**src/design/fmpmu_pkg.sv**
```systemverilog
package fmpmu_pkg;

    // ==========================================================
    // Opcode prefixes and field positions
    localparam logic [11:0] MAC_MOVE_PREFIX = 12'he33;
    localparam logic [13:0] PAR_PREFIX      = 14'h39d0;
    localparam int LO_MM_RF_HI = 3;
    localparam int LO_MM_RF_LO = 1;
    localparam int LO_MM_RE_HI = 0;
    localparam int HI_MM_RE_HI = 15;
    localparam int HI_MM_RE_LO = 14;
    localparam int HI_MM_RD_HI = 13;
    localparam int HI_MM_RD_LO = 11;
    localparam int HI_MM_RA_HI = 10;
    localparam int HI_MM_RA_LO = 8;
    localparam int LO_PA_F_HI  = 1;
    localparam int LO_PA_F_LO  = 0;
    localparam int HI_PA_F     = 15;
    localparam int HI_PA_E_LO  = 12;
    localparam int HI_PA_D_LO  = 9;
    localparam int HI_PA_C_LO  = 6;
    localparam int HI_PA_B_LO  = 3;
    localparam int HI_PA_A_LO  = 0;

    // ==========================================================
    // Fixed registers and float format
    localparam logic [2:0]         ACC_REG     = 3'h3;
    localparam logic [2:0]         ADDEND_REG  = 3'h2;
    localparam int                 SIGN_BIT    = 31;
    localparam int                 EXP_HI      = 30;
    localparam int                 EXP_LO      = 23;
    localparam logic signed [10:0] EXP_BIAS    = 11'sh07f;
    localparam logic signed [10:0] EXP_MAX     = 11'sh0ff;
    localparam logic [30:0]        FLT_MAX_MAG = 31'h7f7fffff;

    // ==========================================================
    // Flag and event bit positions
    localparam int FS_LVF = 0;
    localparam int FS_LUF = 1;
    localparam int FS_NF  = 2;
    localparam int FS_ZF  = 3;
    localparam int FS_NI  = 4;
    localparam int FS_ZI  = 5;
    localparam int FS_TF  = 6;
    localparam int FS_W   = 7;
    localparam int EV_DONE   = 0;
    localparam int EV_UNF    = 1;
    localparam int EV_OVF    = 2;
    localparam int EV_REFUSE = 3;
    localparam int EV_W      = 4;

    // ==========================================================
    // Wishbone byte addresses
    localparam int          ADR_W       = 8;
    localparam logic [7:0]  ADR_FSTAT   = 8'h00;
    localparam logic [7:0]  ADR_EVSTAT  = 8'h04;
    localparam logic [7:0]  ADR_EVCLR   = 8'h08;
    localparam logic [7:0]  ADR_EVEN    = 8'h0c;
    localparam logic [7:0]  ADR_RF_BASE = 8'h20;
    localparam logic [31:0] RESET_WORD  = 32'h0;

    typedef enum logic [1:0] {FMPMU_NONE, FMPMU_MAC_MOVE, FMPMU_PAR, FMPMU_BAD} fmpmu_kind_t;

endpackage

```
**src/design/fmpmu_regfile.sv**
```systemverilog
`timescale 1ns/100ps
module fmpmu_regfile
    import fmpmu_pkg::*;
#(
    parameter int WIDTH = 32,
    parameter int DEPTH = 8,
    parameter int NRD   = 5,
    parameter int NWR   = 4,
    parameter int AW    = $clog2(DEPTH)
)
(
    // Clock and reset
    input  wire logic                 clk,
    input  wire logic                 sys_rst,
    // Read ports, data registered
    input  wire logic [NRD*AW-1:0]    rd_addr,
    output logic      [NRD*WIDTH-1:0] rd_data,
    // Write ports, higher index wins
    input  wire logic [NWR-1:0]       wr_en,
    input  wire logic [NWR*AW-1:0]    wr_addr,
    input  wire logic [NWR*WIDTH-1:0] wr_data
);

    logic [WIDTH-1:0] mem [DEPTH];

    // ==========================================================
    // Storage
    always_ff @(posedge clk)
    begin
        if (sys_rst)
        begin
            for (int i = 0; i < DEPTH; i++)
                mem[i] <= WIDTH'(RESET_WORD);
        end
        else
        begin
            for (int w = 0; w < NWR; w++)
                if (wr_en[w])
                    mem[wr_addr[w*AW +: AW]] <= wr_data[w*WIDTH +: WIDTH];
        end
    end

    // ==========================================================
    // Reads see the value before this edge's writes
    always_ff @(posedge clk)
    begin
        for (int r = 0; r < NRD; r++)
            rd_data[r*WIDTH +: WIDTH] <= mem[rd_addr[r*AW +: AW]];
    end

endmodule

```
**src/design/fmpmu_core.sv**
```systemverilog
// What this block does
// - A parallel multiply and a parallel add both take two cycles and write their destinations together.
// - The multiply-accumulate-with-move form is decoded from its prefix and split 3-bit register fields.
// - That form adds the addend into the accumulator, writes the product, and loads the memory word.
// - Underflow or overflow from either half sets its latched flag, which the instruction never clears.
// - That form updates both negative and zero flag pairs and both latches, never the test flag.
// - Float negative copies bit 31 and float zero clears, unless the exponent is zero, which sets zero and clears negative.
// - Integer negative copies bit 31 and integer zero is set only for an all-zero word.
// - The move lands at the end of the issue cycle, the arithmetic results one cycle later.
// - The alias is a multiply into a chosen register plus accumulator add; rd equal to the accumulator is not refused and the add result wins.
`timescale 1ns/100ps
module fmpmu_core
    import fmpmu_pkg::*;
#(
    parameter int NREG = 8
)
(
    // Clock and reset
    input  wire logic             clk,
    input  wire logic             sys_rst,
    // Wishbone slave
    input  wire logic             wb_cyc_i,
    input  wire logic             wb_stb_i,
    input  wire logic             wb_we_i,
    input  wire logic [ADR_W-1:0] wb_adr_i,
    input  wire logic [3:0]       wb_sel_i,
    input  wire logic [31:0]      wb_dat_i,
    output logic      [31:0]      wb_dat_o,
    output logic                  wb_ack_o,
    // Instruction issue from the host pipeline
    input  wire logic             issue_valid,
    input  wire logic [15:0]      issue_low,
    input  wire logic [15:0]      issue_high,
    input  wire logic [31:0]      memory_word_operand,
    // Results
    output logic                  exec_done,
    output logic      [FS_W-1:0]  float_status_register,
    output logic                  irq
);

    localparam int AW = $clog2(NREG);

    // ==========================================================
    // Helpers
    function automatic logic [31:0] byte_mask(input logic [3:0] sel);
        byte_mask = {{8{sel[3]}}, {8{sel[2]}}, {8{sel[1]}}, {8{sel[0]}}};
    endfunction

    // Truncating multiply; returns {underflow, overflow, result}
    function automatic logic [33:0] fmul(input logic [31:0] a, input logic [31:0] b);
        logic               s;
        logic [47:0]        p;
        logic signed [10:0] e;
        logic [22:0]        m;
        s = a[SIGN_BIT] ^ b[SIGN_BIT];
        p = {1'b1, a[EXP_LO-1:0]} * {1'b1, b[EXP_LO-1:0]};
        e = $signed({3'h0, a[EXP_HI:EXP_LO]}) + $signed({3'h0, b[EXP_HI:EXP_LO]}) - EXP_BIAS;
        m = p[45:23];
        if (p[47])
        begin
            e = e + 11'sh001;
            m = p[46:24];
        end
        if (a[EXP_HI:EXP_LO] == 8'h00 || b[EXP_HI:EXP_LO] == 8'h00)
            fmul = {2'b00, s, 31'h0};
        else if (e >= EXP_MAX)
            fmul = {2'b01, s, FLT_MAX_MAG};
        else if (e <= 11'sh000)
            fmul = {2'b10, s, 31'h0};
        else
            fmul = {2'b00, s, e[7:0], m};
    endfunction

    // Truncating add; returns {underflow, overflow, result}
    function automatic logic [33:0] fadd(input logic [31:0] a, input logic [31:0] b);
        logic [31:0]        x;
        logic [31:0]        y;
        logic [25:0]        mx;
        logic [25:0]        my;
        logic [25:0]        sm;
        logic [7:0]         d;
        logic signed [10:0] e;
        x = a;
        y = b;
        if (a[EXP_HI:0] < b[EXP_HI:0])
        begin
            x = b;
            y = a;
        end
        d  = x[EXP_HI:EXP_LO] - y[EXP_HI:EXP_LO];
        mx = {2'b01, x[EXP_LO-1:0], 1'b0};
        my = {2'b01, y[EXP_LO-1:0], 1'b0} >> d;
        sm = (x[SIGN_BIT] == y[SIGN_BIT]) ? mx + my : mx - my;
        e  = $signed({3'h0, x[EXP_HI:EXP_LO]});
        if (sm[25])
        begin
            sm = sm >> 1;
            e  = e + 11'sh001;
        end
        for (int i = 0; i < 25; i++)
        begin
            if (!sm[24] && sm != 26'h0)
            begin
                sm = sm << 1;
                e  = e - 11'sh001;
            end
        end
        if (y[EXP_HI:EXP_LO] == 8'h00)
            fadd = {2'b00, x};
        else if (sm == 26'h0)
            fadd = 34'h0;
        else if (e >= EXP_MAX)
            fadd = {2'b01, x[SIGN_BIT], FLT_MAX_MAG};
        else if (e <= 11'sh000)
            fadd = {2'b10, x[SIGN_BIT], 31'h0};
        else
            fadd = {2'b00, x[SIGN_BIT], e[7:0], sm[23:1]};
    endfunction

    // ==========================================================
    // Decode
    fmpmu_kind_t      kind;
    logic [AW-1:0]    mul_src1;
    logic [AW-1:0]    mul_src2;
    logic [AW-1:0]    mul_dst;
    logic [AW-1:0]    add_src1;
    logic [AW-1:0]    add_src2;
    logic [AW-1:0]    add_dst;
    logic [AW-1:0]    move_dst;

    always_comb
    begin
        kind     = FMPMU_NONE;
        mul_src1 = issue_high[HI_PA_B_LO +: AW];
        mul_src2 = issue_high[HI_PA_C_LO +: AW];
        mul_dst  = issue_high[HI_PA_A_LO +: AW];
        add_src1 = issue_high[HI_PA_E_LO +: AW];
        add_src2 = {issue_low[LO_PA_F_HI:LO_PA_F_LO], issue_high[HI_PA_F]};
        add_dst  = issue_high[HI_PA_D_LO +: AW];
        move_dst = issue_high[HI_MM_RA_HI:HI_MM_RA_LO];
        if (issue_valid && issue_low[15:4] == MAC_MOVE_PREFIX)
        begin
            kind     = FMPMU_MAC_MOVE;
            mul_src1 = {issue_low[LO_MM_RE_HI], issue_high[HI_MM_RE_HI:HI_MM_RE_LO]};
            mul_src2 = issue_low[LO_MM_RF_HI:LO_MM_RF_LO];
            mul_dst  = issue_high[HI_MM_RD_HI:HI_MM_RD_LO];
            add_src1 = ACC_REG;
            add_src2 = ADDEND_REG;
            add_dst  = ACC_REG;
        end
        else if (issue_valid && issue_low[15:2] == PAR_PREFIX)
        begin
            // Equal destinations would race; the pair is refused instead
            kind = (mul_dst == add_dst) ? FMPMU_BAD : FMPMU_PAR;
        end
        else if (issue_valid)
        begin
            kind = FMPMU_BAD;
        end
    end

    // ==========================================================
    // Register file
    logic [5*32-1:0]  rd_data;
    logic [3:0]       wr_en;
    logic [4*AW-1:0]  wr_addr;
    logic [4*32-1:0]  wr_data;
    logic             bus_req;
    logic             bus_rf;
    logic [AW-1:0]    bus_idx;
    logic [31:0]      bus_rf_word;
    logic [33:0]      mul_res;
    logic [33:0]      add_res;
    logic             s1_valid;
    logic [AW-1:0]    s1_mul_dst;
    logic [AW-1:0]    s1_add_dst;
    logic             wb_pend;

    assign bus_idx     = wb_adr_i[AW+1:2];
    assign bus_rf      = (wb_adr_i & ~ADR_W'((NREG * 4) - 1)) == ADR_RF_BASE;
    assign bus_req     = wb_cyc_i && wb_stb_i && !wb_ack_o;
    assign bus_rf_word = (rd_data[4*32 +: 32] & ~byte_mask(wb_sel_i)) | (wb_dat_i & byte_mask(wb_sel_i));
    // Operands captured at issue by the registered read ports
    assign mul_res     = fmul(rd_data[0 +: 32], rd_data[32 +: 32]);
    assign add_res     = fadd(rd_data[64 +: 32], rd_data[96 +: 32]);
    // Move lands at issue end, arithmetic one edge later
    assign wr_en   = {s1_valid, s1_valid, kind == FMPMU_MAC_MOVE,
                      wb_pend && wb_we_i && bus_rf};
    assign wr_addr = {s1_add_dst, s1_mul_dst, move_dst, bus_idx};
    assign wr_data = {add_res[31:0], mul_res[31:0], memory_word_operand, bus_rf_word};

    fmpmu_regfile #(
        .WIDTH (32),
        .DEPTH (NREG),
        .NRD   (5),
        .NWR   (4)
    ) u_regfile (
        .clk     (clk),
        .sys_rst (sys_rst),
        .rd_addr ({bus_idx, add_src2, add_src1, mul_src2, mul_src1}),
        .rd_data (rd_data),
        .wr_en   (wr_en),
        .wr_addr (wr_addr),
        .wr_data (wr_data)
    );

    // ==========================================================
    // Execute stage
    always_ff @(posedge clk)
    begin
        if (sys_rst)
        begin
            s1_valid   <= 1'b0;
            s1_mul_dst <= '0;
            s1_add_dst <= '0;
            exec_done  <= 1'b0;
        end
        else
        begin
            s1_valid   <= kind == FMPMU_MAC_MOVE || kind == FMPMU_PAR;
            s1_mul_dst <= mul_dst;
            s1_add_dst <= add_dst;
            exec_done  <= s1_valid;
        end
    end

    // ==========================================================
    // Float status flags
    logic [FS_W-1:0] next_fstat;
    logic [31:0]     mv;

    assign mv = memory_word_operand;

    always_comb
    begin
        next_fstat = float_status_register;
        if (wb_pend && wb_we_i && wb_adr_i == ADR_FSTAT && wb_sel_i[0])
            next_fstat = wb_dat_i[FS_W-1:0];
        if (kind == FMPMU_MAC_MOVE)
        begin
            // Test flag is left alone
            next_fstat[FS_NF] = mv[SIGN_BIT];
            next_fstat[FS_ZF] = 1'b0;
            if (mv[EXP_HI:EXP_LO] == 8'h00)
            begin
                next_fstat[FS_ZF] = 1'b1;
                next_fstat[FS_NF] = 1'b0;
            end
            next_fstat[FS_NI] = mv[SIGN_BIT];
            next_fstat[FS_ZI] = mv == 32'h0;
        end
        if (s1_valid)
        begin
            // Latches only ever set here, so a same-edge software clear loses to a flag this result raises
            next_fstat[FS_LUF] = next_fstat[FS_LUF] | mul_res[33] | add_res[33];
            next_fstat[FS_LVF] = next_fstat[FS_LVF] | mul_res[32] | add_res[32];
        end
    end

    always_ff @(posedge clk)
    begin
        if (sys_rst)
            float_status_register <= '0;
        else
            float_status_register <= next_fstat;
    end

    // ==========================================================
    // Interrupt events
    logic [EV_W-1:0] ev_status;
    logic [EV_W-1:0] ev_enable;
    logic [EV_W-1:0] ev_set;
    logic [EV_W-1:0] ev_clr;

    always_comb
    begin
        ev_set            = '0;
        ev_set[EV_DONE]   = s1_valid;
        ev_set[EV_UNF]    = s1_valid && (mul_res[33] || add_res[33]);
        ev_set[EV_OVF]    = s1_valid && (mul_res[32] || add_res[32]);
        ev_set[EV_REFUSE] = kind == FMPMU_BAD;
        ev_clr            = '0;
        if (wb_pend && wb_we_i && wb_adr_i == ADR_EVCLR && wb_sel_i[0])
            ev_clr = wb_dat_i[EV_W-1:0];
    end

    always_ff @(posedge clk)
    begin
        if (sys_rst)
        begin
            ev_status <= '0;
            ev_enable <= '0;
            irq       <= 1'b0;
        end
        else
        begin
            // Set wins over a clear in the same cycle
            ev_status <= (ev_status & ~ev_clr) | ev_set;
            if (wb_pend && wb_we_i && wb_adr_i == ADR_EVEN && wb_sel_i[0])
                ev_enable <= wb_dat_i[EV_W-1:0];
            irq <= |(((ev_status & ~ev_clr) | ev_set) & ev_enable);
        end
    end

    // ==========================================================
    // Wishbone slave: two-cycle answer so read data leave a flop
    always_ff @(posedge clk)
    begin
        if (sys_rst)
        begin
            wb_pend  <= 1'b0;
            wb_ack_o <= 1'b0;
            wb_dat_o <= '0;
        end
        else
        begin
            wb_pend  <= bus_req && !wb_pend;
            wb_ack_o <= wb_pend;
            wb_dat_o <= '0;
            if (wb_pend && !wb_we_i)
            begin
                case (wb_adr_i)
                    ADR_FSTAT:  wb_dat_o <= 32'(float_status_register);
                    ADR_EVSTAT: wb_dat_o <= 32'(ev_status);
                    ADR_EVEN:   wb_dat_o <= 32'(ev_enable);
                    default:    wb_dat_o <= bus_rf ? rd_data[4*32 +: 32] : 32'h0;
                endcase
            end
        end
    end

endmodule

```
**config.mk**
```make
export PLATFORM = sky130hd
export DESIGN_NAME = fmpmu_core
export DESIGN_NICKNAME = d
export VERILOG_FILES = /design/src/design/fmpmu_pkg.sv /design/src/design/fmpmu_regfile.sv /design/src/design/fmpmu_core.sv
export SDC_FILE = /design/constraint.sdc
export NUM_CORES = 2
export LEC_CHECK = 0
export ABC_AREA = 1
export BUFFER_PORTS_ARGS = -buffer_cell sky130_fd_sc_hd__buf_4
export CAP_MARGIN = 20
export CELL_PAD_IN_SITES_DETAIL_PLACEMENT = 1
export CELL_PAD_IN_SITES_GLOBAL_PLACEMENT = 1
export CORE_AREA = 2 2 435 437
export DETAILED_ROUTE_END_ITERATION = 16
export DIE_AREA = 0 0 437 439
export PLACE_DENSITY = 0.83
export REMOVE_ABC_BUFFERS = 1
export SYNTH_ARGS = -nofsm -noshare
export SYNTH_HDL_FRONTEND = slang
export SYNTH_SLANG_ARGS = --single-unit
export TNS_END_PERCENT = 10
```
**constraint.sdc**
```tcl
create_clock -name clk -period 29.8 [get_ports clk]
set_input_delay 5.96 -clock clk [delete_from_list [all_inputs] [get_ports clk]]
set_output_delay 5.96 -clock clk [all_outputs]
set_load 0.03 [all_outputs]
```
# Word level (Yosys, flattened, before mapping)
# Memory sizes are Yosys's and may differ from the RTL's. A register that Yosys moved wholly into a read port is not among the register bits.
# Cells that the tools add are included.
[op_classes]
addsub = 32
mul = 1
magnitude_cmp = 5
n_eq_ne = 11
n_shift = 1
n_mux = 104
n_bitwise = 14
n_reduce_logical = 113
[ops]
columns = ["op", "count"]
rows = [
  ["two-way mux 26 bit", 26],
  ["nonzero test 26 bit", 25],
  ["two-way mux 11 bit", 26],
  ["subtractor 11 x 2 -> 11 bit (second input constant)", 25],
  ["two-way mux 34 bit", 7],
  ["two-way mux 32 bit", 7],
  ["OR reduction 32 bit", 4],
  ["one-hot mux 32 bit (3 select lines)", 1],
  ["bitwise AND 32 bit", 2],
  ["multiplier 24 x 24 -> 48 bit", 1],
  ["logical AND 1 bit", 41],
  ["logical NOT 8 bit", 5],
  ["logical NOT 32 bit", 1],
  ["NOT 32 bit", 1],
  ["OR 32 bit", 1],
  ["less-than comparator 31 bit", 1],
  ["logical NOT 1 bit", 28],
  ["two-way mux 3 bit", 9],
  ["adder 25 x 26 -> 26 bit", 1],
  ["logical NOT 26 bit", 1],
  ["right shift 25 x 8 -> 26 bit", 1],
  ["subtractor 25 x 26 -> 26 bit", 1],
  ["two-way mux 25 bit", 1],
  ["two-way mux 23 bit", 1],
  ["other kinds (31)", 64],
]
[totals]
ff_bits = 58
ram_bits = 256
input_bits = 114
elab_cells = 296
memories = 1
[memory_table]
columns = ["name", "depth", "width", "rd", "rd_clocked_by_memory_dff", "wr", "line", "rtl"]
rows = [
  ["u_regfile.mem", 8, 32, 5, 5, 8, "fmpmu_regfile.sv:24", "logic [WIDTH-1:0] mem [DEPTH];"],
]

# Logic depth before layout (Yosys ltp)
[logic_depth]
ltp_word = 92
mapped_depth = 166

# Modules after synthesis
# Synthesis repeated with hierarchy kept, for this count alone.
[unflattened]
hier_cells = 12769
area_unflattened_um2 = 75721.4
[by_module_without_submodules]
columns = ["module", "instances", "cells_per_inst", "area_per_inst_um2", "seq_area_each_um2"]
rows = [
  ["fmpmu_core", 1, 7402, 43644.4, 1161.1],
  ["fmpmu_regfile", 1, 5367, 32077.0, 10890.4],
]

# Least setup slack after synthesis
# OpenSTA, ideal clock, no wires.
[synth_path]
path_type = "reg-to-reg"
start = "reg u_regfile.rd_data[123], read port of u_regfile.mem"
end = "mem u_regfile.mem[5][17] (data pin)"
setup_time_ns = 0.267
arrival_ns = 18.827
setup_slack_ns = 10.706
path_stages_with_launch = 159
cell_sequence = "dfxtp_1 inv_1 ha_1 nand2_1 nor2_2 nor3b_2 and2b_1 nand2_4 nand2_8 nand2_2 nand2_2 nand2_1 ha_1 inv_1 nand2_1 nand2_1 nand3_1 nand2_1 [... 123 more ...] nor3_1 nand2_1 nor2_1 nand3_1 nor2_1 xor2_1 inv_1 nor3_1 nand2_1 inv_1 nand4_1 nand2_2 inv_4 buf_8 nand3_2 nand3_2 nor2_1 a21oi_1"
[synth_rtl]
columns = ["element", "line", "rtl"]
rows = [
  ["start, declared", "fmpmu_regfile.sv:17", "output logic [NRD*WIDTH-1:0] rd_data,"],
  ["end, declared", "fmpmu_regfile.sv:24", ""],
]

==> run metrics <==
antenna violations before repair=35; pre-CTS setup slack=approximately 4700 ps; capturing element type of the critical path=register; instance count of the mapped netlist=roughly 12000; number of gates given a new drive strength after cts=0; Max Clock Freq=around 0.04 GHz; commonest cells after routing, fill and taps aside=nand2_1 (3480), inv_1 (1606), nor2_1 (1016); Max Clock Skew=approximately 45 ps; end of the worst register-to-register path=u_regfile.mem[5][25]; number of global-route vias before repair=88500; top fanout value on the critical path=between 100 and 150; Yosys cell types=86; post-route antenna net violation count=0; proportion of synthesized flip-flops having asynchronous set or reset=0%; critical path startpoint=u_regfile.rd_data[119]; Area growth syn-to-layout=6.73%; Num CTS Buffers=55; instance area at placement=0.0775 mm²; r2r setup slk=roughly 4300 ps; longest individual stage delay on the worst path=about 790 ps; headroom to the max-slew limit=about a tenth; count of buffers from port buffering=between 150 and 200; total number of nets in the final design=about 13000; combined global-route utilization of all metal layers=38.3%; Final Hold Viols=0; final worst-path cycle share=85.5%; post-route minimum period=25490 ps; crit path setup slack, layout=about 4300 ps; actual transition at the worst max-transition pin=approximately 1300 ps; number of search-and-repair iterations in the first detailed-routing pass=7; Worst-Skew Late Latency=690 ps; required time of the critical path=30160 ps; most congested layer reported by global routing=met2; initial standard-cell utilization of the core=approximately two fifths; Cell Count, Final, Fillers Out=~14000; placed wire-length estimate=roughly 280000 µm; cell area after layout=roughly 0.080 mm²; GRT met3 Usage=between 10% and 20%; setup tns final=0 ps; Hold Startpoint=wb_ack_o; overall die width=437 µm; RSZ-0062 raised after global routing=no; signal arrival time at the worst endpoint=between 20000 and 30000 ps; violation count after the first detailed-route iteration=~9900; total number of vias=approximately 87000; number of levels the H-tree was split into=2; number of synthesized flops with an enable pin=256; commonest register cell after synthesis=edfxtp_1; die height=approximately 440 µm; status=complete, no violations; Seq/Total Area, Yosys=between 15 and 20%; count of state elements after synthesis=474; final estimated routing congestion in global placement=around 1.0; Max Root-Sink Buffers=3; cell at the root of the clock tree=clkbuf_16; CTS tree=done; core box area=roughly 0.19 mm²; CTS Sinks=roughly 470; global-route wire length before repair=around 560000 µm; Clk pin slew, worst setup/hold paths=70 ps; Avg Vias per Cell=between 6 and 7; # IOs=~160; cell occurring most often along the worst timing path=nand2_1; Setup Buffers After CTS=0; drc violations=0; type of the worst setup path=register to register; R2R Path Start=u_regfile.rd_data[119]; worst r2r path cells=around 150; worst setup path end=u_regfile.mem[5][25]; number of warning messages in the yosys log=0; Worst Setup Start Kind=register; # rows=about 160; syn_area_per_cell=6.27 µm²; share of layout cells above drive strength 1=around 8.1%; kind of path behind the tightest hold check=register to register; die footprint=~0.19 mm²; hold-fix buffer count after cts=0; maximum capacitance violations=0; Max Slew Vio Count=0; wire length reported by the detailed router=378000 µm; final global-route overflow total=0; maximum number of pins on one net before global-route repair=between 100 and 150; commonest non-fill, non-tap cell in the layout=nand2_1; Syn Std Cell Area=roughly 0.075 mm²; average routed wire per standard cell=approximately 27 µm; Crit-path slowest cell=buf_4; met2 usage=about 60%; placed insts=approximately 14000; Final Setup Violations=0; GR Layer Usage met1=47.0%
## layer usage
metal | part of all wire [%] | wire (µm)
met2 | 42 | 160000
met1 | 38 | 144000
met3 | 11 | 42700
met4 | 8.2 | 30900
met5 | 0.062 | 235
## critical path: cells and delay by family (launching register included)
| family | cells | cell delay [ps] |
|---|---|---|
| xor+xnor | 1 | 190 |
| flops | 1 | 350 |
| fa+ha+maj | 24 | 6850 |
| simple gates | 94 | 12480 |
| buf+inv | 14 | 2750 |
| compound gates | 13 | 2380 |
## registers in the layout, summed over array words and instances, names as in the netlist
name	count
s1_valid	1
u_regfile.mem	256
float_status_register	7
s1_add_dst	3
ev_enable	4
s1_mul_dst	3
exec_done	1
wb_pend	1
wb_dat_o	32
u_regfile.rd_data	160
ev_status	4
wb_ack_o	1
irq	1
## cell type report
class	count	area, µm²
clock inverter	34	258
timing repair buffer	358	2760
sequential	474	12100
antenna	18	45.0
clock buffer	68	1550
multi-input combinational	9082	53300
fill	25100	107000
tap	2495	3120
inverter	1712	6440
## per-stage QoR
| stage | utilization (%) | hold slack [ps] |
|---|---|---|
| 4_1_cts | 42.4 | 436 |
| 5_1_grt | 42.5 | 447 |
| 3_3_place_gp | 41.4 | 415 |
| 3_5_place_dp | 41.5 | 427 |
| 2_1_floorplan | - | 415 |
| 6_report | 42.5 | 432 |
## kinds of logic (layout without fill, tap and decap cells)
logic type	after synthesis	in the layout	share of synthesized area [%]
AOI/OAI and AO/OA	2463	2463	19.3
xor gates and xnor gates	87	87	1.12
adders and majority gates	772	772	17.8
buffers and inverters	2334	2172	12.8
DFF	474	474	16.2
muxes	7	7	0.0940
other	0	18	0
and+or+nand+nor	5753	5753	32.7
## worst min path at each step
stage          depth (start not counted)           end  slack, ps
6_report                               1       wb_pend        430
5_1_grt                                1       wb_pend        450
4_1_cts                                1       wb_pend        440
3_5_place_dp                           1       wb_pend        430
3_3_place_gp                           1       wb_pend        420
2_1_floorplan                          2  wb_dat_o[24]        420
## Yosys cell counts, types with 102 or more instances
master	number	area, µm²
nand2_1	3483	13100
inv_1	1611	6050
nor2_1	1043	3920
o21ai_0	999	5000
nand3_1	638	3190
fa_1	484	9690
a21oi_1	480	2400
clkbuf_1	423	1590
o211ai_1	349	2620
ha_1	288	3600
edfxtp_1	256	7690
a31oi_1	241	1510
dfxtp_1	218	4360
nand2_2	179	1120
nand4_1	109	682
o21ai_1	102	510
Power is left out: the tool's default activity adds up to more than one toggle a clock period on the data nets, which glitch-free logic cannot reach.
